**src/pkg/deb_pkg.sv**
```systemverilog
// Constants and carrier types for the external bus control block.
package deb_pkg;
    // ==========================================================
    // Addresses, strap behaviour and ready wait threshold
    // ==========================================================
    localparam logic [15:0] BOOT_VECTOR = 16'hff80;
    localparam logic [15:0] ROM_BASE = 16'hf000;
    localparam logic [2:0] MIN_READY_WAITS = 3'h2;

    // ==========================================================
    // Register map (byte offsets) and fields
    // ==========================================================
    localparam logic [7:0] REG_CFG = 8'h00;
    localparam logic [7:0] REG_MODE = 8'h04;
    localparam logic [7:0] REG_STATUS = 8'h08;
    localparam int CFG_MEM_LSB = 0;
    localparam int CFG_IO_LSB = 4;
    localparam int MODE_EXT_BIT = 0;
    localparam logic [2:0] CFG_MEM_RST = 3'h0;
    localparam logic [2:0] CFG_IO_RST = 3'h0;
    localparam logic [1:0] RESP_OKAY = 2'h0;
    localparam logic [1:0] RESP_DECERR = 2'h3;

    // ==========================================================
    // Types
    // ==========================================================
    typedef enum logic [1:0] {SP_DATA, SP_PROG, SP_IO} deb_space_t;
    typedef enum logic [1:0] {ST_IDLE, ST_ACCESS, ST_HOLD} deb_fsm_t;

    typedef struct packed {
        logic valid;
        deb_space_t space;
        logic write;
        logic fetch;
        logic [15:0] addr;
        logic [15:0] wdata;
    } deb_req_t;

    typedef struct packed {
        logic done;
        logic internal;
        logic [15:0] rdata;
    } deb_rsp_t;

    typedef struct packed {
        logic decode_phase;
        logic read_phase;
        logic is_xc;
        logic set_flag;
        logic clr_flag;
        logic st1_load;
    } deb_cmd_t;

    typedef struct packed {
        logic run;
        logic start;
        logic [15:0] boot_addr;
        logic cond_exec;
    } deb_core_ctl_t;

    typedef struct packed {
        logic data_space_select_n;
        logic program_space_select_n;
        logic io_space_select_n;
        logic memory_strobe_n;
        logic io_device_strobe_n;
        logic read_not_write;
        logic wait_complete_output_n;
        logic instruction_fetch_indicator_n;
        logic bus_release_ack_n;
        logic external_flag_output;
        logic ctrl_oe;
        logic misc_oe;
        logic [15:0] addr;
        logic [15:0] data_out;
        logic data_oe;
    } deb_pins_t;

    typedef struct packed {
        deb_fsm_t fsm;
        logic [3:0] cnt;
        logic [2:0] waits;
        logic rom_ext;
        logic rom_strap;
        logic [2:0] cfg_mem;
        logic [2:0] cfg_io;
        logic cond_xc;
        logic cond_rd;
        logic core_ready;
        deb_core_ctl_t core;
        deb_rsp_t rsp;
        deb_pins_t pins;
        logic aw_got;
        logic [7:0] aw_addr;
        logic w_got;
        logic [31:0] w_data;
        logic [3:0] w_strb;
        logic awready;
        logic wready;
        logic bvalid;
        logic [1:0] bresp;
        logic arready;
        logic rvalid;
        logic [1:0] rresp;
        logic [31:0] rdata;
    } deb_state_t;
endpackage : deb_pkg

```
**src/hdl/deb_ext_bus_ctrl.sv**
```systemverilog
// External memory and I/O bus control with AXI4-Lite configuration registers.
// Operation
// While reset is low, stop the core and reinitialize all control state.
// After reset release, start the core at program address 0ff80.
// Strap low at reset maps internal ROM into top 4K program words.
// Strap high at reset sends those program addresses to external memory.
// Strap sampled only in reset; mode register bit may override it.
// Condition true when input low; XC samples at decode, others at read.
// Flag output latched; set instr raises, clear or status load lowers, reset raises.
// Space selects high except low while valid address of that space.
// Memory strobe low only during external data or program access.
// I/O strobe low only during external I/O access.
// Direction output rests high, low only during external writes.
// Outside device holds ready low until done; we resample each cycle.
// Ready sampled only with two or more wait states, after they finish.
// Other master requests hold; once acknowledged, bus lines float.
// Acknowledge asserted while holding, control and bus lines floated.
// Selects, strobes, direction float in hold and when output disable low.
// Wait-complete low at first software wait state, high at last one.
// Wait-complete looped to ready yields exactly one external wait state.
// Fetch indicator low while an instruction address is on the bus.
// Hold acknowledged only after any external access in progress completes.
`timescale 1ns/1ps
module deb_ext_bus_ctrl
    import deb_pkg::*;
(
    input logic aclk,
    input logic aresetn,
    input logic [7:0] s_axi_awaddr,
    input logic s_axi_awvalid,
    output logic s_axi_awready,
    input logic [31:0] s_axi_wdata,
    input logic [3:0] s_axi_wstrb,
    input logic s_axi_wvalid,
    output logic s_axi_wready,
    output logic [1:0] s_axi_bresp,
    output logic s_axi_bvalid,
    input logic s_axi_bready,
    input logic [7:0] s_axi_araddr,
    input logic s_axi_arvalid,
    output logic s_axi_arready,
    output logic [31:0] s_axi_rdata,
    output logic [1:0] s_axi_rresp,
    output logic s_axi_rvalid,
    input logic s_axi_rready,
    input deb_req_t core_req,
    output logic core_ready,
    output deb_rsp_t core_rsp,
    input deb_cmd_t core_cmd,
    output deb_core_ctl_t core_ctl,
    input logic rom_map_select,
    input logic branch_condition_input_n,
    input logic ready,
    input logic hold_req_n,
    input logic output_disable_n,
    input logic [15:0] data_in,
    output deb_pins_t pins
);

    // ==========================================================
    // State
    // ==========================================================
    deb_state_t st_ff;
    deb_state_t nxt_st;
    logic accept;
    logic rom_hit;
    logic finish;
    logic ready_phase;
    logic [3:0] nxt_cnt;

    assign accept = core_req.valid && st_ff.core_ready;
    assign rom_hit = (core_req.space == SP_PROG) && !st_ff.rom_ext
                     && (core_req.addr >= ROM_BASE);
    assign ready_phase = (st_ff.waits >= MIN_READY_WAITS);

    // ==========================================================
    // Next state
    // ==========================================================
    always_comb begin
        nxt_st = st_ff;
        finish = 1'b0;
        nxt_cnt = 4'h0;
        nxt_st.core.start = 1'b0;
        nxt_st.rsp.done = 1'b0;
        nxt_st.rsp.internal = 1'b0;
        if (!aresetn) begin
            nxt_st.fsm = ST_IDLE;
            nxt_st.cnt = 4'h0;
            nxt_st.waits = 3'h0;
            nxt_st.rom_strap = rom_map_select;
            nxt_st.rom_ext = rom_map_select;
            nxt_st.cfg_mem = CFG_MEM_RST;
            nxt_st.cfg_io = CFG_IO_RST;
            nxt_st.cond_xc = 1'b0;
            nxt_st.cond_rd = 1'b0;
            nxt_st.core_ready = 1'b0;
            nxt_st.core.run = 1'b0;
            nxt_st.core.boot_addr = BOOT_VECTOR;
            nxt_st.core.cond_exec = 1'b0;
            nxt_st.rsp.rdata = 16'h0000;
            nxt_st.pins.data_space_select_n = 1'b1;
            nxt_st.pins.program_space_select_n = 1'b1;
            nxt_st.pins.io_space_select_n = 1'b1;
            nxt_st.pins.memory_strobe_n = 1'b1;
            nxt_st.pins.io_device_strobe_n = 1'b1;
            nxt_st.pins.read_not_write = 1'b1;
            nxt_st.pins.wait_complete_output_n = 1'b1;
            nxt_st.pins.instruction_fetch_indicator_n = 1'b1;
            nxt_st.pins.bus_release_ack_n = 1'b1;
            nxt_st.pins.external_flag_output = 1'b1;
            nxt_st.pins.ctrl_oe = 1'b0;
            nxt_st.pins.misc_oe = 1'b0;
            nxt_st.pins.addr = 16'h0000;
            nxt_st.pins.data_out = 16'h0000;
            nxt_st.pins.data_oe = 1'b0;
            nxt_st.aw_got = 1'b0;
            nxt_st.aw_addr = 8'h00;
            nxt_st.w_got = 1'b0;
            nxt_st.w_data = 32'h0000_0000;
            nxt_st.w_strb = 4'h0;
            nxt_st.awready = 1'b0;
            nxt_st.wready = 1'b0;
            nxt_st.bvalid = 1'b0;
            nxt_st.bresp = RESP_OKAY;
            nxt_st.arready = 1'b0;
            nxt_st.rvalid = 1'b0;
            nxt_st.rresp = RESP_OKAY;
            nxt_st.rdata = 32'h0000_0000;
        end else begin
            // Core start pulse in the first cycle after release.
            nxt_st.core.run = 1'b1;
            nxt_st.core.start = !st_ff.core.run;

            // Branch condition capture per pipeline phase.
            if (core_cmd.decode_phase && core_cmd.is_xc) begin
                nxt_st.cond_xc = !branch_condition_input_n;
            end
            if (core_cmd.read_phase && !core_cmd.is_xc) begin
                nxt_st.cond_rd = !branch_condition_input_n;
            end
            nxt_st.core.cond_exec = core_cmd.is_xc ? nxt_st.cond_xc : nxt_st.cond_rd;

            // Latched software flag; set takes priority over clear.
            if (core_cmd.set_flag) begin
                nxt_st.pins.external_flag_output = 1'b1;
            end else if (core_cmd.clr_flag || core_cmd.st1_load) begin
                nxt_st.pins.external_flag_output = 1'b0;
            end

            // AXI4-Lite write channel.
            if (st_ff.awready && s_axi_awvalid) begin
                nxt_st.aw_got = 1'b1;
                nxt_st.aw_addr = s_axi_awaddr;
            end
            if (st_ff.wready && s_axi_wvalid) begin
                nxt_st.w_got = 1'b1;
                nxt_st.w_data = s_axi_wdata;
                nxt_st.w_strb = s_axi_wstrb;
            end
            if (st_ff.bvalid && s_axi_bready) begin
                nxt_st.bvalid = 1'b0;
            end
            if (nxt_st.aw_got && nxt_st.w_got && !nxt_st.bvalid) begin
                nxt_st.aw_got = 1'b0;
                nxt_st.w_got = 1'b0;
                nxt_st.bvalid = 1'b1;
                nxt_st.bresp = RESP_OKAY;
                case ({nxt_st.aw_addr[7:2], 2'b00})
                    REG_CFG: begin
                        if (nxt_st.w_strb[0]) begin
                            nxt_st.cfg_mem = nxt_st.w_data[CFG_MEM_LSB +: 3];
                            nxt_st.cfg_io = nxt_st.w_data[CFG_IO_LSB +: 3];
                        end
                    end
                    REG_MODE: begin
                        if (nxt_st.w_strb[0]) begin
                            nxt_st.rom_ext = nxt_st.w_data[MODE_EXT_BIT];
                        end
                    end
                    REG_STATUS: begin
                        nxt_st.bresp = RESP_OKAY;
                    end
                    default: begin
                        nxt_st.bresp = RESP_DECERR;
                    end
                endcase
            end
            nxt_st.awready = !nxt_st.aw_got && !nxt_st.bvalid;
            nxt_st.wready = !nxt_st.w_got && !nxt_st.bvalid;

            // AXI4-Lite read channel.
            if (st_ff.rvalid && s_axi_rready) begin
                nxt_st.rvalid = 1'b0;
            end
            if (st_ff.arready && s_axi_arvalid) begin
                nxt_st.rvalid = 1'b1;
                nxt_st.rresp = RESP_OKAY;
                nxt_st.rdata = 32'h0000_0000;
                case ({s_axi_araddr[7:2], 2'b00})
                    REG_CFG: begin
                        nxt_st.rdata[CFG_MEM_LSB +: 3] = st_ff.cfg_mem;
                        nxt_st.rdata[CFG_IO_LSB +: 3] = st_ff.cfg_io;
                    end
                    REG_MODE: begin
                        nxt_st.rdata[MODE_EXT_BIT] = st_ff.rom_ext;
                    end
                    REG_STATUS: begin
                        nxt_st.rdata[4:0] = {st_ff.core.cond_exec,
                                             st_ff.fsm == ST_ACCESS,
                                             st_ff.fsm == ST_HOLD,
                                             st_ff.pins.external_flag_output,
                                             st_ff.rom_strap};
                    end
                    default: begin
                        nxt_st.rresp = RESP_DECERR;
                    end
                endcase
            end
            nxt_st.arready = !nxt_st.rvalid;

            // External bus sequencer.
            case (st_ff.fsm)
                ST_IDLE: begin
                    if (accept && rom_hit) begin
                        nxt_st.rsp.done = 1'b1;
                        nxt_st.rsp.internal = 1'b1;
                    end else if (accept) begin
                        nxt_st.fsm = ST_ACCESS;
                        nxt_st.cnt = 4'h0;
                        nxt_st.waits = (core_req.space == SP_IO) ? st_ff.cfg_io
                                                                  : st_ff.cfg_mem;
                        nxt_st.pins.addr = core_req.addr;
                        nxt_st.pins.data_out = core_req.wdata;
                        nxt_st.pins.data_space_select_n = !(core_req.space == SP_DATA);
                        nxt_st.pins.program_space_select_n = !(core_req.space == SP_PROG);
                        nxt_st.pins.io_space_select_n = !(core_req.space == SP_IO);
                        nxt_st.pins.memory_strobe_n = (core_req.space == SP_IO);
                        nxt_st.pins.io_device_strobe_n = !(core_req.space == SP_IO);
                        nxt_st.pins.read_not_write = !core_req.write;
                        nxt_st.pins.instruction_fetch_indicator_n = !core_req.fetch;
                    end else if (!hold_req_n) begin
                        nxt_st.fsm = ST_HOLD;
                    end
                end
                ST_ACCESS: begin
                    if (!ready_phase) begin
                        finish = (st_ff.cnt == {1'b0, st_ff.waits});
                    end else begin
                        finish = (st_ff.cnt > {1'b0, st_ff.waits}) && ready;
                    end
                    if (finish) begin
                        nxt_st.fsm = ST_IDLE;
                        nxt_st.rsp.done = 1'b1;
                        nxt_st.rsp.rdata = data_in;
                        nxt_st.pins.data_space_select_n = 1'b1;
                        nxt_st.pins.program_space_select_n = 1'b1;
                        nxt_st.pins.io_space_select_n = 1'b1;
                        nxt_st.pins.memory_strobe_n = 1'b1;
                        nxt_st.pins.io_device_strobe_n = 1'b1;
                        nxt_st.pins.read_not_write = 1'b1;
                        nxt_st.pins.instruction_fetch_indicator_n = 1'b1;
                    end else if (st_ff.cnt != 4'hf) begin
                        nxt_cnt = st_ff.cnt + 4'h1;
                        nxt_st.cnt = nxt_cnt;
                    end else begin
                        nxt_cnt = st_ff.cnt;
                    end
                end
                ST_HOLD: begin
                    if (hold_req_n) begin
                        nxt_st.fsm = ST_IDLE;
                    end
                end
                default: begin
                    nxt_st.fsm = ST_IDLE;
                end
            endcase

            // Wait-complete low from the first wait state up to the last one.
            nxt_st.pins.wait_complete_output_n = !((nxt_st.fsm == ST_ACCESS) && ready_phase
                && (nxt_cnt != 4'h0) && (nxt_cnt < {1'b0, st_ff.waits}));

            // Hold acknowledge and output enables.
            nxt_st.pins.bus_release_ack_n = !(nxt_st.fsm == ST_HOLD);
            nxt_st.pins.ctrl_oe = output_disable_n && (nxt_st.fsm != ST_HOLD);
            nxt_st.pins.misc_oe = output_disable_n;
            nxt_st.pins.data_oe = nxt_st.pins.ctrl_oe && (nxt_st.fsm == ST_ACCESS)
                                  && !nxt_st.pins.read_not_write;
            nxt_st.core_ready = (nxt_st.fsm == ST_IDLE) && hold_req_n && !nxt_st.rsp.done;
        end
    end

    // ==========================================================
    // Register
    // ==========================================================
    always_ff @(posedge aclk) begin
        st_ff <= nxt_st;
    end

    // ==========================================================
    // Outputs
    // ==========================================================
    assign s_axi_awready = st_ff.awready;
    assign s_axi_wready = st_ff.wready;
    assign s_axi_bresp = st_ff.bresp;
    assign s_axi_bvalid = st_ff.bvalid;
    assign s_axi_arready = st_ff.arready;
    assign s_axi_rdata = st_ff.rdata;
    assign s_axi_rresp = st_ff.rresp;
    assign s_axi_rvalid = st_ff.rvalid;
    assign core_ready = st_ff.core_ready;
    assign core_rsp = st_ff.rsp;
    assign core_ctl = st_ff.core;
    assign pins = st_ff.pins;

endmodule : deb_ext_bus_ctrl

```
**config.mk**
```make
export PLATFORM = sky130hd
export DESIGN_NAME = deb_ext_bus_ctrl
export DESIGN_NICKNAME = d
export VERILOG_FILES = /design/src/pkg/deb_pkg.sv /design/src/hdl/deb_ext_bus_ctrl.sv
export SDC_FILE = /design/constraint.sdc
export NUM_CORES = 1
export LEC_CHECK = 0
export BUFFER_PORTS_ARGS = -buffer_cell sky130_fd_sc_hd__buf_2
export CORE_MARGIN = 1
export CORE_UTILIZATION = 49
export CTS_BUF_LIST = sky130_fd_sc_hd__clkbuf_4 sky130_fd_sc_hd__clkbuf_8
export CTS_CLUSTER_DIAMETER = 40
export DETAILED_ROUTE_END_ITERATION = 10
export PLACE_DENSITY_LB_ADDON = 0.3
export RECOVER_POWER = 50
export SLEW_MARGIN = 40
export SYNTH_ARGS = -nofsm -noshare
export SYNTH_HDL_FRONTEND = slang
export SYNTH_SLANG_ARGS = --single-unit
```
**constraint.sdc**
```tcl
create_clock -name aclk -period 3.2 [get_ports aclk]
set_input_delay 0.16 -clock aclk [delete_from_list [all_inputs] [get_ports aclk]]
set_output_delay 0.16 -clock aclk [all_outputs]
set_load 0.01 [all_outputs]
```
; Yosys cells after proc, flatten, opt, wreduce, memory -nomap -nowiden
; Cells that the tools add are included.
[word_totals]
out_inout_bits = 124
inputBits = 123
wordCells = 198
register_bits = 142
[op_classes]
eq_ne = 25
mux = 61
n_reduce_logical = 61
bitwise_logic = 2
addsub = 1
magnitude_cmp = 4
[ops]
columns = operator, n
row1 = $mux W37, 2
row2 = $mux W35, 2
row3 = $mux W9, 3
row4 = $logic_and A1 B1 Y1, 24
row5 = $mux W1, 24
row6 = $mux W6, 4
row7 = $mux W4, 5
row8 = $logic_not A1 Y1, 18
row9 = $mux W2, 9
row10 = $ge A16 B16 Y1 const B, 1
row11 = $eq A6 B1 Y1 const B, 2
row12 = $eq A6 B2 Y1 const B, 2
row13 = $logic_not A6 Y1, 2
row14 = $pmux W6 S2, 1
row15 = $reduce_and A4 Y1, 3
row16 = $ne A2 B1 Y1 const B, 5
row17 = $mux W3, 3
row18 = $reduce_and A3 Y1, 3
row19 = $ne A2 B2 Y1 const B, 4
row20 = $pmux W4 S2, 1
row21 = $mux W7, 1
row22 = $eq A2 B1 Y1 const B, 3
row23 = $eq A2 B2 Y1 const B, 3
row24 = $logic_not A2 Y1, 3
row25 = other kinds (20), 26

; Longest topological paths before layout
; Gate-level depths: netlist of run 1.
[depth]
word_depth = 13
mapped_depth = 11
ltp_nobuf = 11

; Least setup slack after synthesis of run 1
; Ideal clock, no wire load.
[synth_timing]
path_type = register to register
start = reg st_ff[182] (netlist bit)
end = reg st_ff, in the netlist pins[38]
path_slack_ns = 0.609
setup_ns = 0.127
stages_incl_launch_ff = 12
n_path_buf = 0
synth_period_minus_slack_ns = 2.591
t_required_ns = 3.073
t_arrival_ns = 2.464
cell_sequence = dfxtp_1 inv_1 ha_1 a211o_1 or2_1 a21bo_2 a21oi_1 ha_1 nor2b_1 o21ai_0 nand4_1 or3_1
[synth_via]
elab_chain_cells = 13
elab_cells_between_ends = 20
classes_between = order compare: 3 / eq/ne: 2 / mux: 9 / reduce/logical: 6
[synth_lines]
columns = element, line_no
row1 = "start, declared", deb_ext_bus_ctrl.sv:63  ; deb_state_t st_ff;
row2 = "start signal, assigned", deb_ext_bus_ctrl.sv:297  ; st_ff <= nxt_st;
row3 = $gt A4 B3 Y1, deb_ext_bus_ctrl.sv:249  ; finish = (st_ff.cnt > {1'b0, st_ff.waits}) && ready;
row4 = $logic_and A1 B1 Y1, deb_ext_bus_ctrl.sv:249
row5 = $mux W1, deb_ext_bus_ctrl.sv:246  ; if (!ready_phase) begin
row6 = $mux W1, deb_ext_bus_ctrl.sv:222  ; case (st_ff.fsm)
row7 = $mux W1, deb_ext_bus_ctrl.sv:86  ; if (!aresetn) begin
row8 = $mux W2, deb_ext_bus_ctrl.sv:251  ; if (finish) begin
row9 = $pmux W2 S3, deb_ext_bus_ctrl.sv:222
row10 = $mux W2, deb_ext_bus_ctrl.sv:86
row11 = $eq A2 B1 Y1, deb_ext_bus_ctrl.sv:280  ; nxt_st.pins.wait_complete_output_n = !((nxt_st.fsm == ST_ACCESS) && ready_phase
row12 = $logic_and A1 B1 Y1, deb_ext_bus_ctrl.sv:280
row13 = $logic_and A1 B1 Y1, deb_ext_bus_ctrl.sv:281  ; && (nxt_cnt != 4'h0) && (nxt_cnt < {1'b0, st_ff.waits}));
row14 = $logic_and A1 B1 Y1 (*), deb_ext_bus_ctrl.sv:281
row15 = $logic_not A1 Y1 (*), deb_ext_bus_ctrl.sv:280
; Every way passes the cells marked *; elsewhere a longest branch is shown, timed or not. The select of a mux whose other input is x is not followed.
; A chain may end at the register's enable or synchronous reset.

; Worst setup path after layout of run 1
[layout_timing]
start = reg st_ff[183] (netlist bit)
end = reg st_ff, in the netlist pins[38]
; The elaborated chain is that of the path after synthesis.

==> results.txt, run 1 <==
setup repair after global routing missed its margin = false
endpoints failing setup = 0
first-pass GRT wire length = 19.3 mm
clk sink count = 114
dominant combinational cell family by area after synthesis = simple AND/OR/NAND/NOR gates
Worst Clk Skew = 0.00574 ns
number of rows in the core area = 38
post-route minimum period = 2.92 ns
basic-gate share of the synthesized area counting and, or, nand and nor cells = 0.198
kind of start point of the critical path = register
Post-Place Worst Slack = 0.323 ns
number of synthesized flops with an enable pin = 2
number of cells on the worst reg-to-reg path = 11
synthesized flop and latch total = 114
top_reg_cell synth = sky130_fd_sc_hd__dfxtp_1
violations in the final reports = max-capacitance violations, max-slew violations
CP max FO = 8
deepest clock path buffer count = 2
height of the chip = 108 um
number of remaining DRC errors = 0
level count of the clock H-tree = 4
result of the run = finished with violations
total overflow reported by the global router = 0
layout cells sized above 1 = 0.183
HPWL after detailed placement = 8.26 mm
Total GRT Usage = 0.214
critical path type = reg2reg
Routed Antenna Nets = 0
via count of the first global-routing pass = 4,206
DRT Wirelength = 12.4 mm
I/O Pins = 247
final cell utilization of the core = 0.612
areal power density over the cells = 506 nW/um^2
highest ir drop seen on vdd = 0.000278 V
critical register-to-register path endpoint = pins[38]
full die area = 11,600 sq um
R2R Setup Slk = 0.28 ns
master cell of the clock root buffer = sky130_fd_sc_hd__clkbuf_8
port bufs = 172
TritonRoute pass-1 iters = 4
die width = 108 um
Yosys warning total = 0
Leakage Power = 2.76 nW
Highest Clock Rate = 0.342 GHz
period utilization = 0.913
post-route setup TNS = 0 ns
Reg-to-Reg Start = st_ff[183]
fraction of the mapped netlist area in compound gates = 0.113
pin count of the biggest net entering global routing = 60
path type of the worst min-delay path = in2reg
clock buffer count from CTS = 17
overall power = 3.35 mW
Initial Util = 0.505
worst hold path startpoint = core_req[35]
placed cell count = 855
proportion of register bits with asynchronous set or reset after synthesis = 0
slack of the critical path = 0.280 ns
non-filler cells in the finished layout = 945
number of DRC markers after the initial detailed-route iteration = 199
clock-pin slew of the registers on the worst-case setup and hold paths = 0.06 ns
number of antenna violations at the first check in global routing = 0
RePlAce Congestion = 0.804
library cells used by synthesis = 63
routed wire length per instance = 13.1 um
worst rel slew slack = -0.636
critical path data required time = 3.51 ns
final hold viol count = 0
total core area = 10,800 sq um
ratio of routed vias to standard cells = 4.87
number of instances on the worst hold path = 3
Via Count = 4,602
post-synthesis to final-layout area growth = 21.1%
end point of the most critical hold path = pins[44]
syn_area_per_cell = 8.48 sq um
data arrival time of the critical path = 3.23 ns
synthesized-area fraction occupied by adder cells = 0.0137
endpoint type of the worst setup path = register
post-synthesis share of cell area spent on xor and xnor gates = 0
multiplexer fraction of the synthesized cell area = 0.0633
synthesized netlist cell count = 646
sequential area share after synthesis = 0.420
maximum capacitance violations = 2
final net count = 921
Antenna diodes = 0
CTS tree = yes
post-synthesis instance area = 5480 sq um
clock latency on the worst-skew pair = 0.42 ns
max-slew violations = 108
Least-Margin Pin Slew = 2.45 ns
==> cells in the mapped netlist, types with 2 or more instances <==
| master | count | area (sq um) |
|---|---|---|
| sky130_fd_sc_hd__nand2_1 | 131 | 492 |
| sky130_fd_sc_hd__buf_4 | 119 | 893 |
| sky130_fd_sc_hd__dfxtp_1 | 112 | 2240 |
| sky130_fd_sc_hd__a21oi_1 | 58 | 290 |
| sky130_fd_sc_hd__nor2_1 | 40 | 150 |
| sky130_fd_sc_hd__clkbuf_1 | 26 | 97.6 |
| sky130_fd_sc_hd__mux2i_1 | 26 | 260 |
| sky130_fd_sc_hd__nand3_1 | 11 | 55.1 |
| sky130_fd_sc_hd__and2_1 | 8 | 50.1 |
| sky130_fd_sc_hd__inv_1 | 8 | 30.0 |
| sky130_fd_sc_hd__ha_1 | 6 | 75.1 |
| sky130_fd_sc_hd__nor3_1 | 6 | 30.0 |
| sky130_fd_sc_hd__mux2_4 | 5 | 75.1 |
| sky130_fd_sc_hd__nand2b_1 | 5 | 31.3 |
| sky130_fd_sc_hd__o21ai_0 | 5 | 25.0 |
| sky130_fd_sc_hd__a211oi_1 | 4 | 30.0 |
| sky130_fd_sc_hd__nand3b_1 | 4 | 30.0 |
| sky130_fd_sc_hd__nand4_1 | 4 | 25.0 |
| sky130_fd_sc_hd__nor2b_1 | 4 | 25.0 |
| sky130_fd_sc_hd__or3_1 | 4 | 25.0 |
| sky130_fd_sc_hd__a22oi_1 | 3 | 22.5 |
| sky130_fd_sc_hd__and3_1 | 3 | 18.8 |
| sky130_fd_sc_hd__nor4_1 | 3 | 18.8 |
| sky130_fd_sc_hd__o21ai_1 | 3 | 15.0 |
| sky130_fd_sc_hd__a211o_1 | 2 | 17.5 |
| sky130_fd_sc_hd__conb_1 | 2 | 7.51 |
| sky130_fd_sc_hd__edfxtp_1 | 2 | 60.1 |
| sky130_fd_sc_hd__nor3b_1 | 2 | 15.0 |
| sky130_fd_sc_hd__o211a_1 | 2 | 20.0 |
| sky130_fd_sc_hd__o21a_1 | 2 | 15.0 |
| sky130_fd_sc_hd__o221ai_1 | 2 | 17.5 |
| sky130_fd_sc_hd__o41ai_2 | 2 | 32.5 |
| sky130_fd_sc_hd__or2_2 | 2 | 12.5 |
==> metal layers <==
layer / wire (um) / global-route usage / up-vias
met2: 6170 / 0.364 / 164
met3: 762 / 0.0617 / 17
met1: 5270 / 0.253 / 2124
met4: 182 / 0.0783 / 0
li1: - / - / 2297
met5: 0 / 0 / -
==> critical path: stages, from the launching register on <==
cell and delay (ns):
sky130_fd_sc_hd__dfxtp_1 0.46, sky130_fd_sc_hd__inv_1 0.10, sky130_fd_sc_hd__ha_1 0.30, sky130_fd_sc_hd__and4b_1 0.22, sky130_fd_sc_hd__nor3b_1 0.34, sky130_fd_sc_hd__a21bo_2 0.30, sky130_fd_sc_hd__a21oi_1 0.07, sky130_fd_sc_hd__ha_1 0.29
sky130_fd_sc_hd__nor2b_1 0.13, sky130_fd_sc_hd__o21ai_0 0.17, sky130_fd_sc_hd__nand4_1 0.13, sky130_fd_sc_hd__or3_1 0.31
==> what timing repair did <==
action | CTS | global route
buffers inserted | 0 | 0
resized for setup | 0 | 0
hold buffers | 57 | 0
hold endpoints to repair | 60 | 0
==> flip-flops by register name, indices dropped and copies added, names as in the netlist <==
register,count
s_axi_rdata,7
s_axi_bresp,1
s_axi_bvalid,1
pins,44
core_rsp,18
s_axi_rvalid,1
s_axi_arready,1
core_ready,1
s_axi_awready,1
st_ff,34
s_axi_rresp,1
s_axi_wready,1
core_ctl,3
==> layout by cell type, fill, tap and decap left out, types with 5 or more instances in the layout <==
| cell type | instances |
|---|---|
| sky130_fd_sc_hd__nor2_1 | 40 |
| sky130_fd_sc_hd__nor3_1 | 6 |
| sky130_fd_sc_hd__nand2_1 | 131 |
| sky130_fd_sc_hd__o21ai_0 | 5 |
| sky130_fd_sc_hd__dfxtp_1 | 112 |
| sky130_fd_sc_hd__mux2i_1 | 26 |
| sky130_fd_sc_hd__dlygate4sd3_1 | 57 |
| sky130_fd_sc_hd__ha_1 | 6 |
| sky130_fd_sc_hd__clkbuf_1 | 82 |
| sky130_fd_sc_hd__nand3_1 | 11 |
| sky130_fd_sc_hd__a21oi_1 | 58 |
| sky130_fd_sc_hd__conb_1 | 41 |
| sky130_fd_sc_hd__clkbuf_8 | 20 |
| sky130_fd_sc_hd__nand2b_1 | 5 |
| sky130_fd_sc_hd__and2_1 | 8 |
| sky130_fd_sc_hd__buf_2 | 91 |
| sky130_fd_sc_hd__mux2_4 | 5 |
| sky130_fd_sc_hd__inv_1 | 8 |
==> layout make-up <==
| class | count | area [sq um] |
|---|---|---|
| Inverter | 9 | 35.0 |
| Timing Repair Buffer | 235 | 1380 |
| Clock inverter | 10 | 155 |
| Clock buffer | 22 | 290 |
| Fill cell | 1020 | 4210 |
| Sequential cell | 114 | 2300 |
| Multi-Input combinational cell | 415 | 2300 |
| Tap cell | 140 | 175 |
==> worst max path at each step <==
stage	startpoint	endpoint	slack, ns	depth (start not counted)
global route	st_ff[183]	pins[38]	0.03	11
detailed placement	st_ff[183]	pins[38]	0.32	11
finish	st_ff[183]	pins[38]	0.28	11
floorplan	st_ff[182]	pins[38]	0.61	11
CTS	st_ff[183]	pins[38]	0.31	11
global placement	st_ff[183]	pins[38]	0.41	11
==> through the flow <==
stage | hold WS [ns] | cell area (sq um)
CTS | 0.000111 | 6720
detailed placement | 0.355 | 5700
finish | 0.0266 | 6630
global route | 0.00739 | 6630
floorplan | 0.188 | 5620
global placement | 0.343 | 5700
==> cell families (layout without fill, tap and decap cells) <==
group,Yosys count,in the layout
simple gates,237,237
compound gates,99,99
mux,32,32
buf+inv,156,276
flops,114,114
other cells,2,41
fa+ha+maj,6,6
==> power by group <==
part / internal, mW / leakage (nW) / switching [mW]
clock: 0.923 / 0.225 / 0.560
combinational: 0.167 / 1.61 / 0.200
sequential: 1.47 / 0.930 / 0.0314
Power figures use the tool's default switching activity.
==> inputs of run 2 (changes only) <==
--- a/config.mk
+++ b/config.mk
@@ -7,7 +7,7 @@
 export LEC_CHECK = 0
 export BUFFER_PORTS_ARGS = -buffer_cell sky130_fd_sc_hd__buf_2
 export CORE_MARGIN = 1
-export CORE_UTILIZATION = 49
+export CORE_UTILIZATION = 26
 export CTS_BUF_LIST = sky130_fd_sc_hd__clkbuf_4 sky130_fd_sc_hd__clkbuf_8
 export CTS_CLUSTER_DIAMETER = 40
 export DETAILED_ROUTE_END_ITERATION = 10
==> run 2 against run 1 <==
- the flow still finishes with violations (max-capacitance violations, max-slew violations)
- sequential share of layout area down 1.2 points
- sequential power about the same
- final area up 3.7%
- total power down 1.3%
- via count down 0.80%
- critical endpoint unchanged
- largest cell class unchanged
- largest power group unchanged
==> results.txt, run 2 (synthesized netlist as in run 1, its figures left out) <==
# resized after CTS = 0 (unchanged)
violations in the final reports = max-capacitance violations, max-slew violations (unchanged)
critical path type = reg2reg (unchanged)
port bufs = 172 (unchanged)
endpoints failing setup = 0 (unchanged)
Worst Clk Skew = 0.0103 ns (was 0.00574 ns)
post-CTS setup buffer count = 0 (unchanged)
flip-flop count of the largest register, all copies and words added = 44 (unchanged)
TritonRoute pass-1 iters = 4 (unchanged)
clock latency on the worst-skew pair = 0.44 ns (was 0.42 ns)
worst hold path startpoint = s_axi_awaddr[2] (was core_req[35])
critical path data required time = 3.51 ns (about the same)
Antenna diodes = 0 (unchanged)
CP max FO = 8 (unchanged)
slowest stage cell, crit path = sky130_fd_sc_hd__dfxtp_1 (unchanged)
final net count = 934 (was 921)
Leakage Power = 2.80 nW (was 2.76 nW)
I/O Pins = 247 (unchanged)
post-synthesis to final-layout area growth = 25.7% (was 21.1%)
number of DRC markers after the initial detailed-route iteration = 189 (was 199)
clk sink count = 114 (unchanged)
total overflow reported by the global router = 0 (unchanged)
Reg-to-Reg Start = st_ff[183] (unchanged)
maximum capacitance violations = 1 (was 2)
GR Util met3 = 0.0329 (was 0.0617)
Via Count = 4,565 (was 4,602)
level count of the clock H-tree = 4 (unchanged)
worst rel slew slack = -0.00988 (was -0.636)
deepest clock path buffer count = 2 (unchanged)
die width = 147 um (was 108 um)
period utilization = 0.908 (was 0.913)
final hold viol count = 0 (unchanged)
master cell of the clock root buffer = sky130_fd_sc_hd__clkbuf_8 (unchanged)
Least-Margin Pin Slew = 1.51 ns (was 2.45 ns)
HPWL after detailed placement = 9.56 mm (was 8.26 mm)
clock buffer count from CTS = 17 (unchanged)
total core area = 20,400 sq um (was 10,800 sq um)
end point of the most critical hold path = st_ff[80] (was pins[44])
setup repair after global routing missed its margin = false (unchanged)
global-route layer with the greatest usage = met2 (unchanged)
CP cell instances = inv_1 > ha_1 > and4b_1 > nor3b_1 > a21bo_2 > a21oi_1 > ha_1 > nor2b_1 > o21ai_0 > nand4_1 > or3_1 (unchanged)
CTS tree = yes (unchanged)
height of the chip = 147 um (was 108 um)
layout cells sized above 1 = 0.182 (was 0.183)
count of fill cells added during filler insertion = 2,229 (was 1,020)
areal power density over the cells = 481 nW/um^2 (was 506 nW/um^2)
pin count of the biggest net entering global routing = 40 (was 60)
Highest Clock Rate = 0.344 GHz (was 0.342 GHz)
highest ir drop seen on vdd = 0.000227 V (was 0.000278 V)
number of antenna violations at the first check in global routing = 0 (unchanged)
R2R Setup Slk = 0.29 ns (was 0.28 ns)
number of instances on the worst hold path = 3 (unchanged)
Slowest Stage Delay on Critical Path = 0.46 ns (about the same)
DRT Wirelength = 13.8 mm (was 12.4 mm)
met1 Usage GRT = 0.154 (was 0.253)
endpoint type of the worst setup path = register (unchanged)
RePlAce Congestion = 0.780 (was 0.804)
post-route cell area = 6880 sq um (was 6630 sq um)
kind of start point of the critical path = register (unchanged)
data arrival time of the critical path = 3.22 ns (was 3.23 ns)
number of remaining DRC errors = 0 (unchanged)
commonest non-fill, non-tap cell in the layout = sky130_fd_sc_hd__nand2_1 (unchanged)
post-route setup TNS = 0 ns (unchanged)
critical register-to-register path endpoint = pins[38] (unchanged)
met2 capacity usage during global routing = 0.217 (was 0.364)
clock-pin slew of the registers on the worst-case setup and hold paths = 0.07 ns (was 0.06 ns)
path type of the worst min-delay path = in2reg (unchanged)
Most common cell on crit path = sky130_fd_sc_hd__ha_1 (unchanged)
Initial Util = 0.268 (was 0.505)
number of rows in the core area = 52 (was 38)
placement-stage cell area = 5890 sq um (was 5700 sq um)
routed wire length per instance = 12.7 um (was 13.1 um)
Routed Antenna Nets = 0 (unchanged)
first-pass GRT wire length = 21.9 mm (was 19.3 mm)
result of the run = finished with violations (unchanged)
commonest non-fill, non-tap cells in the layout = 131 x sky130_fd_sc_hd__nand2_1, 112 x sky130_fd_sc_hd__dfxtp_1, 93 x sky130_fd_sc_hd__buf_2 (was 131 x sky130_fd_sc_hd__nand2_1, 112 x sky130_fd_sc_hd__dfxtp_1, 91 x sky130_fd_sc_hd__buf_2)
full die area = 21,600 sq um (was 11,600 sq um)
Total GRT Usage = 0.130 (was 0.214)
number of cells on the worst reg-to-reg path = 11 (unchanged)
max-slew violations = 37 (was 108)
CTS Hold Buffers Added = 68 (was 57)
via count of the first global-routing pass = 4,384 (was 4,206)
post-route minimum period = 2.91 ns (was 2.92 ns)
ratio of routed vias to standard cells = 4.20 (was 4.87)
run 2: worst max path at each step:
stage | startpoint | end | slack (ns) | cells past startpoint
floorplan | st_ff[182] | pins[38] | 0.61 | 11
global placement | st_ff[183] | pins[38] | 0.35 | 11
detailed placement | st_ff[183] | pins[38] | 0.34 | 11
CTS | st_ff[183] | pins[38] | 0.32 | 11
global route | st_ff[183] | pins[38] | 0.06 | 11
finish | st_ff[183] | pins[38] | 0.29 | 11
run 2: metal layers:
layer | wire, um | vias up
met5 | 0 | -
met2 | 6640 | 121
met4 | 366 | 0
met1 | 6310 | 2104
met3 | 533 | 21
li1 | - | 2319
run 2: cell type report:
| cell class | count | area [sq um] | area share |
|---|---|---|---|
| well taps | 270 | 338 | 0.0491 |
| repair buffers | 248 | 1500 | 0.217 |
| clock inverters | 13 | 161 | 0.0235 |
| clock buffers | 19 | 255 | 0.0371 |
| inverters | 9 | 33.8 | 0.00491 |
| flip-flops and latches | 114 | 2300 | 0.335 |
| multi-input cells | 415 | 2290 | 0.334 |
run 2: critical path, delay by kind of cell, from the launching register on:
kind,cells,cell delay (ns)
and+or+nand+nor,5,1.11
AOI/OAI and AO/OA,3,0.52
DFF,1,0.46
buffers and inverters,1,0.10
adders and majority gates,2,0.58
run 2: power by group:
part           internal, mW  switching, mW  total, mW
Combinational         0.174          0.206      0.380
Sequential             1.47         0.0297       1.50
Clock                 0.797          0.633       1.43
run 2: stage by stage:
stage           util  setup WS, ns  std cells  hold slack (ns)  power (mW)
2_1_floorplan      -         0.609        685            0.188        1.79
3_3_place_gp   0.288         0.352        988            0.353        1.86
3_5_place_dp   0.288         0.343        988            0.351        1.86
4_1_cts        0.342         0.320       1088          0.00495        3.38
5_1_grt        0.337        0.0631       1088           0.0466        3.48
6_report       0.337         0.295       1088           0.0532        3.31
==> inputs of run 3 (changes only) <==
--- a/config.mk
+++ b/config.mk
@@ -5,6 +5,7 @@
 export SDC_FILE = /design/constraint.sdc
 export NUM_CORES = 1
 export LEC_CHECK = 0
+export ABC_AREA = 1
 export BUFFER_PORTS_ARGS = -buffer_cell sky130_fd_sc_hd__buf_2
 export CORE_MARGIN = 1
 export CORE_UTILIZATION = 26
==> run 3 against run 2 <==
- the flow finishes with violations (max-capacitance violations)
- critical endpoint is now pins[44]
- synthesized cell count increased by 11%
- largest cell class unchanged
- highest routed layer unchanged
- worst setup slack gained 0.57 ns
- final area decreased by 3.4%
- non-clock buffer count decreased by 7
==> results.txt, run 3 <==
result of the run = finished with violations (unchanged)
violations in the final reports = max-capacitance violations (was max-capacitance violations, max-slew violations)
clock-pin slew of the registers on the worst-case setup and hold paths = 0.08 ns (was 0.07 ns)
overall power = 3.24 mW (was 3.31 mW)
Multi-input gate area = 2030 sq um (was 2290 sq um)
Routed Antenna Nets = 0 (unchanged)
layout cells sized above 1 = 0.169 (was 0.182)
Initial Util = 0.265 (was 0.268)
critical path type = reg2reg (unchanged)
endpoints failing setup = 0 (unchanged)
worst hold path startpoint = core_req[28] (was s_axi_awaddr[2])
synthesized flop and latch total = 114 (unchanged)
critical path data required time = 3.54 ns (was 3.51 ns)
count of fill cells added during filler insertion = 2,253 (was 2,229)
sequential cell area = 2300 sq um (unchanged)
HPWL after detailed placement = 9.53 mm (was 9.56 mm)
number of DRC markers after the initial detailed-route iteration = 149 (was 189)
clock latency on the worst-skew pair = 0.43 ns (was 0.44 ns)
CTS Hold Buffers Added = 64 (was 68)
R2R Setup Slk = 0.87 ns (was 0.29 ns)
data arrival time of the critical path = 2.68 ns (was 3.22 ns)
die width = 146 um (was 147 um)
post-synthesis to final-layout area growth = 23.3% (was 25.7%)
maximum capacitance violations = 1 (unchanged)
number of remaining DRC errors = 0 (unchanged)
period utilization = 0.729 (was 0.908)
post-route setup TNS = 0 ns (unchanged)
clk sink count = 114 (unchanged)
post-route minimum period = 2.33 ns (was 2.91 ns)
synthesized netlist cell count = 718 (was 646)
master cell of the clock root buffer = sky130_fd_sc_hd__clkbuf_8 (unchanged)
CTS tree = yes (unchanged)
total core area = 20,300 sq um (was 20,400 sq um)
CP max FO = 25 (was 8)
Reg-to-Reg Start = core_ready (was st_ff[183])
number of synthesized flops with an enable pin = 2 (unchanged)
number of cells on the worst reg-to-reg path = 10 (was 11)
TritonRoute pass-1 iters = 5 (was 4)
level count of the clock H-tree = 4 (unchanged)
# resized after CTS = 0 (unchanged)
library cells used by synthesis = 34 (was 63)
Synth area leaders = sky130_fd_sc_hd__dfxtp_1 42%, sky130_fd_sc_hd__buf_4 17%, sky130_fd_sc_hd__nor2_1 11% (was sky130_fd_sc_hd__dfxtp_1 41%, sky130_fd_sc_hd__buf_4 16%, sky130_fd_sc_hd__nand2_1 9.0%)
post-CTS setup buffer count = 0 (unchanged)
Highest Clock Rate = 0.429 GHz (was 0.344 GHz)
via count of the first global-routing pass = 4,356 (was 4,384)
RePlAce Congestion = 0.746 (was 0.780)
Yosys warning total = 0 (unchanged)
ratio of routed vias to standard cells = 4.02 (was 4.20)
endpoint type of the worst setup path = register (unchanged)
path type of the worst min-delay path = in2reg (unchanged)
final net count = 1,002 (was 934)
total overflow reported by the global router = 0 (unchanged)
cell with the most instances after synthesis = sky130_fd_sc_hd__nor2_1 (was sky130_fd_sc_hd__nand2_1)
port bufs = 172 (unchanged)
Total GRT Usage = 0.134 (was 0.130)
post-synthesis instance area = 5390 sq um (was 5480 sq um)
start point of the critical path = core_ready (was st_ff[183])
Synth top area share = 0.416 (was 0.410)
setup repair after global routing missed its margin = false (unchanged)
Leakage Power = 3.01 nW (was 2.80 nW)
Worst Clk Skew = 0.0100 ns (was 0.0103 ns)
I/O Pins = 247 (unchanged)
number of rows in the core area = 52 (unchanged)
highest ir drop seen on vdd = 0.000252 V (was 0.000227 V)
DRT Wirelength = 14.0 mm (was 13.8 mm)
Via Count = 4,648 (was 4,565)
first-pass GRT wire length = 22.2 mm (was 21.9 mm)
syn_area_per_cell = 7.51 sq um (was 8.48 sq um)
WHS = 0.0392 ns (was 0.0532 ns)
CP cell instances = nand2_1 > inv_1 > nand2_1 > inv_1 > nand2_1 > inv_1 > buf_4 > o21ai_0 > dlygate4sd3_1 > nand4_1 (was inv_1 > ha_1 > and4b_1 > nor3b_1 > a21bo_2 > a21oi_1 > ha_1 > nor2b_1 > o21ai_0 > nand4_1 > or3_1)
commonest non-fill, non-tap cell in the layout = sky130_fd_sc_hd__nor2_1 (was sky130_fd_sc_hd__nand2_1)
deepest clock path buffer count = 2 (unchanged)
proportion of register bits with asynchronous set or reset after synthesis = 0 (unchanged)
worst rel slew slack = 0.00656 (was -0.00988)
number of instances on the worst hold path = 3 (unchanged)
sequential area share after synthesis = 0.427 (was 0.420)
final hold viol count = 0 (unchanged)
Antenna diodes = 0 (unchanged)
kind of start point of the critical path = register (unchanged)
flip-flop count of the largest register, all copies and words added = 44 (unchanged)
top_reg_cell synth = sky130_fd_sc_hd__dfxtp_1 (unchanged)
routed wire length per instance = 12.1 um (was 12.7 um)
critical register-to-register path endpoint = pins[44] (was pins[38])
end point of the most critical hold path = pins[29] (was st_ff[80])
post-synth top area cell = sky130_fd_sc_hd__dfxtp_1 (unchanged)
slowest stage cell, crit path = sky130_fd_sc_hd__dlygate4sd3_1 (was sky130_fd_sc_hd__dfxtp_1)
Least-Margin Pin Slew = 1.49 ns (was 1.51 ns)
height of the chip = 146 um (was 147 um)
full die area = 21,300 sq um (was 21,600 sq um)
top post-synthesis cells by count = 161 x sky130_fd_sc_hd__nor2_1, 120 x sky130_fd_sc_hd__buf_4, 112 x sky130_fd_sc_hd__dfxtp_1 (was 131 x sky130_fd_sc_hd__nand2_1, 119 x sky130_fd_sc_hd__buf_4, 112 x sky130_fd_sc_hd__dfxtp_1)
Slowest Stage Delay on Critical Path = 0.58 ns (was 0.46 ns)
commonest non-fill, non-tap cells in the layout = 161 x sky130_fd_sc_hd__nor2_1, 112 x sky130_fd_sc_hd__dfxtp_1, 101 x sky130_fd_sc_hd__nand2_1 (was 131 x sky130_fd_sc_hd__nand2_1, 112 x sky130_fd_sc_hd__dfxtp_1, 93 x sky130_fd_sc_hd__buf_2)
areal power density over the cells = 488 nW/um^2 (was 481 nW/um^2)
clock buffer count from CTS = 17 (unchanged)
pin count of the biggest net entering global routing = 75 (was 40)
max-slew violations = 0 (was 37)
number of antenna violations at the first check in global routing = 0 (unchanged)
-- run 3: cell types whose count changed in the layout (fill, tap and decap cells not counted), moves of 5 or more --
| cell | previous run | this run |
|---|---|---|
| sky130_fd_sc_hd__nor2_1 | 40 | 161 |
| sky130_fd_sc_hd__o21ai_0 | 5 | 54 |
| sky130_fd_sc_hd__a21oi_1 | 58 | 17 |
| sky130_fd_sc_hd__inv_1 | 9 | 42 |
| sky130_fd_sc_hd__nand2_1 | 131 | 101 |
| sky130_fd_sc_hd__mux2i_1 | 26 | 6 |
| sky130_fd_sc_hd__o21ai_1 | 3 | 15 |
| sky130_fd_sc_hd__and2_1 | 8 | 0 |
| sky130_fd_sc_hd__nand3_1 | 11 | 19 |
| sky130_fd_sc_hd__nand2_2 | 0 | 6 |
| sky130_fd_sc_hd__clkbuf_1 | 81 | 76 |
| sky130_fd_sc_hd__mux2_4 | 5 | 0 |
| sky130_fd_sc_hd__nand2b_1 | 5 | 0 |
-- run 3: cell families (layout without fill, tap and decap cells) --
kind of cell	count (synthesis)	in the layout	synth area share
AOI/OAI and AO/OA	95	95	0.0922
xor gates and xnor gates	1	1	0.00163
adders and majority gates	6	6	0.0139
buffers and inverters	188	317	0.222
DFF	114	114	0.427
muxes	6	6	0.0111
other	2	41	0.00139
and+or+nand+nor	306	306	0.230
-- run 3: routing by layer --
metal | routed length, um | vias to the layer above | global-route usage
li1 | - | 2407 | -
met1 | 6590 | 2059 | 0.161
met2 | 6220 | 167 | 0.218
met3 | 986 | 15 | 0.0492
met4 | 215 | 0 | 0.0463
met5 | 0 | - | 0
-- run 3: worst max path at each step --
stage	depth (start not counted)	end	slack, ns
6_report	10	pins[44]	0.87
3_3_place_gp	11	pins[43]	0.94
4_1_cts	10	pins[44]	0.89
3_5_place_dp	11	pins[43]	0.94
5_1_grt	10	pins[44]	0.64
2_1_floorplan	13	pins[38]	1.43
-- run 3: power by group --
group,total [mW],switching [mW],internal [mW]
registers,1.53,0.0362,1.50
logic,0.453,0.262,0.191
clock network,1.26,0.616,0.639
total,3.24,0.914,2.33
-- run 3: worst max-delay path, delay by kind of cell, from the launching register on --
kind            cells  cell delay, ns
buf+inv             5            1.40
flops               1            0.36
simple gates        4            0.35
compound gates      1            0.14
-- run 3: area by class of cell --
cell class,instances,share of cell area
Sequential cell,114,0.346
Clock buffer,19,0.0384
Tap cell,270,0.0508
Multi-Input combinational cell,455,0.306
Clock inverter,13,0.0169
Timing Repair Buffer,241,0.216
Inverter,44,0.0248
-- run 3: per-stage QoR --
step	setup WS, ns	area [sq um]	std cells	utilization
final	0.866	6650	1156	0.327
after global routing	0.642	6650	1156	0.327
after CTS	0.894	6750	1156	0.332
after detailed placement	0.936	5740	1060	0.283
after global placement	0.937	5740	1060	0.283
after floorplan	1.43	5540	757	-
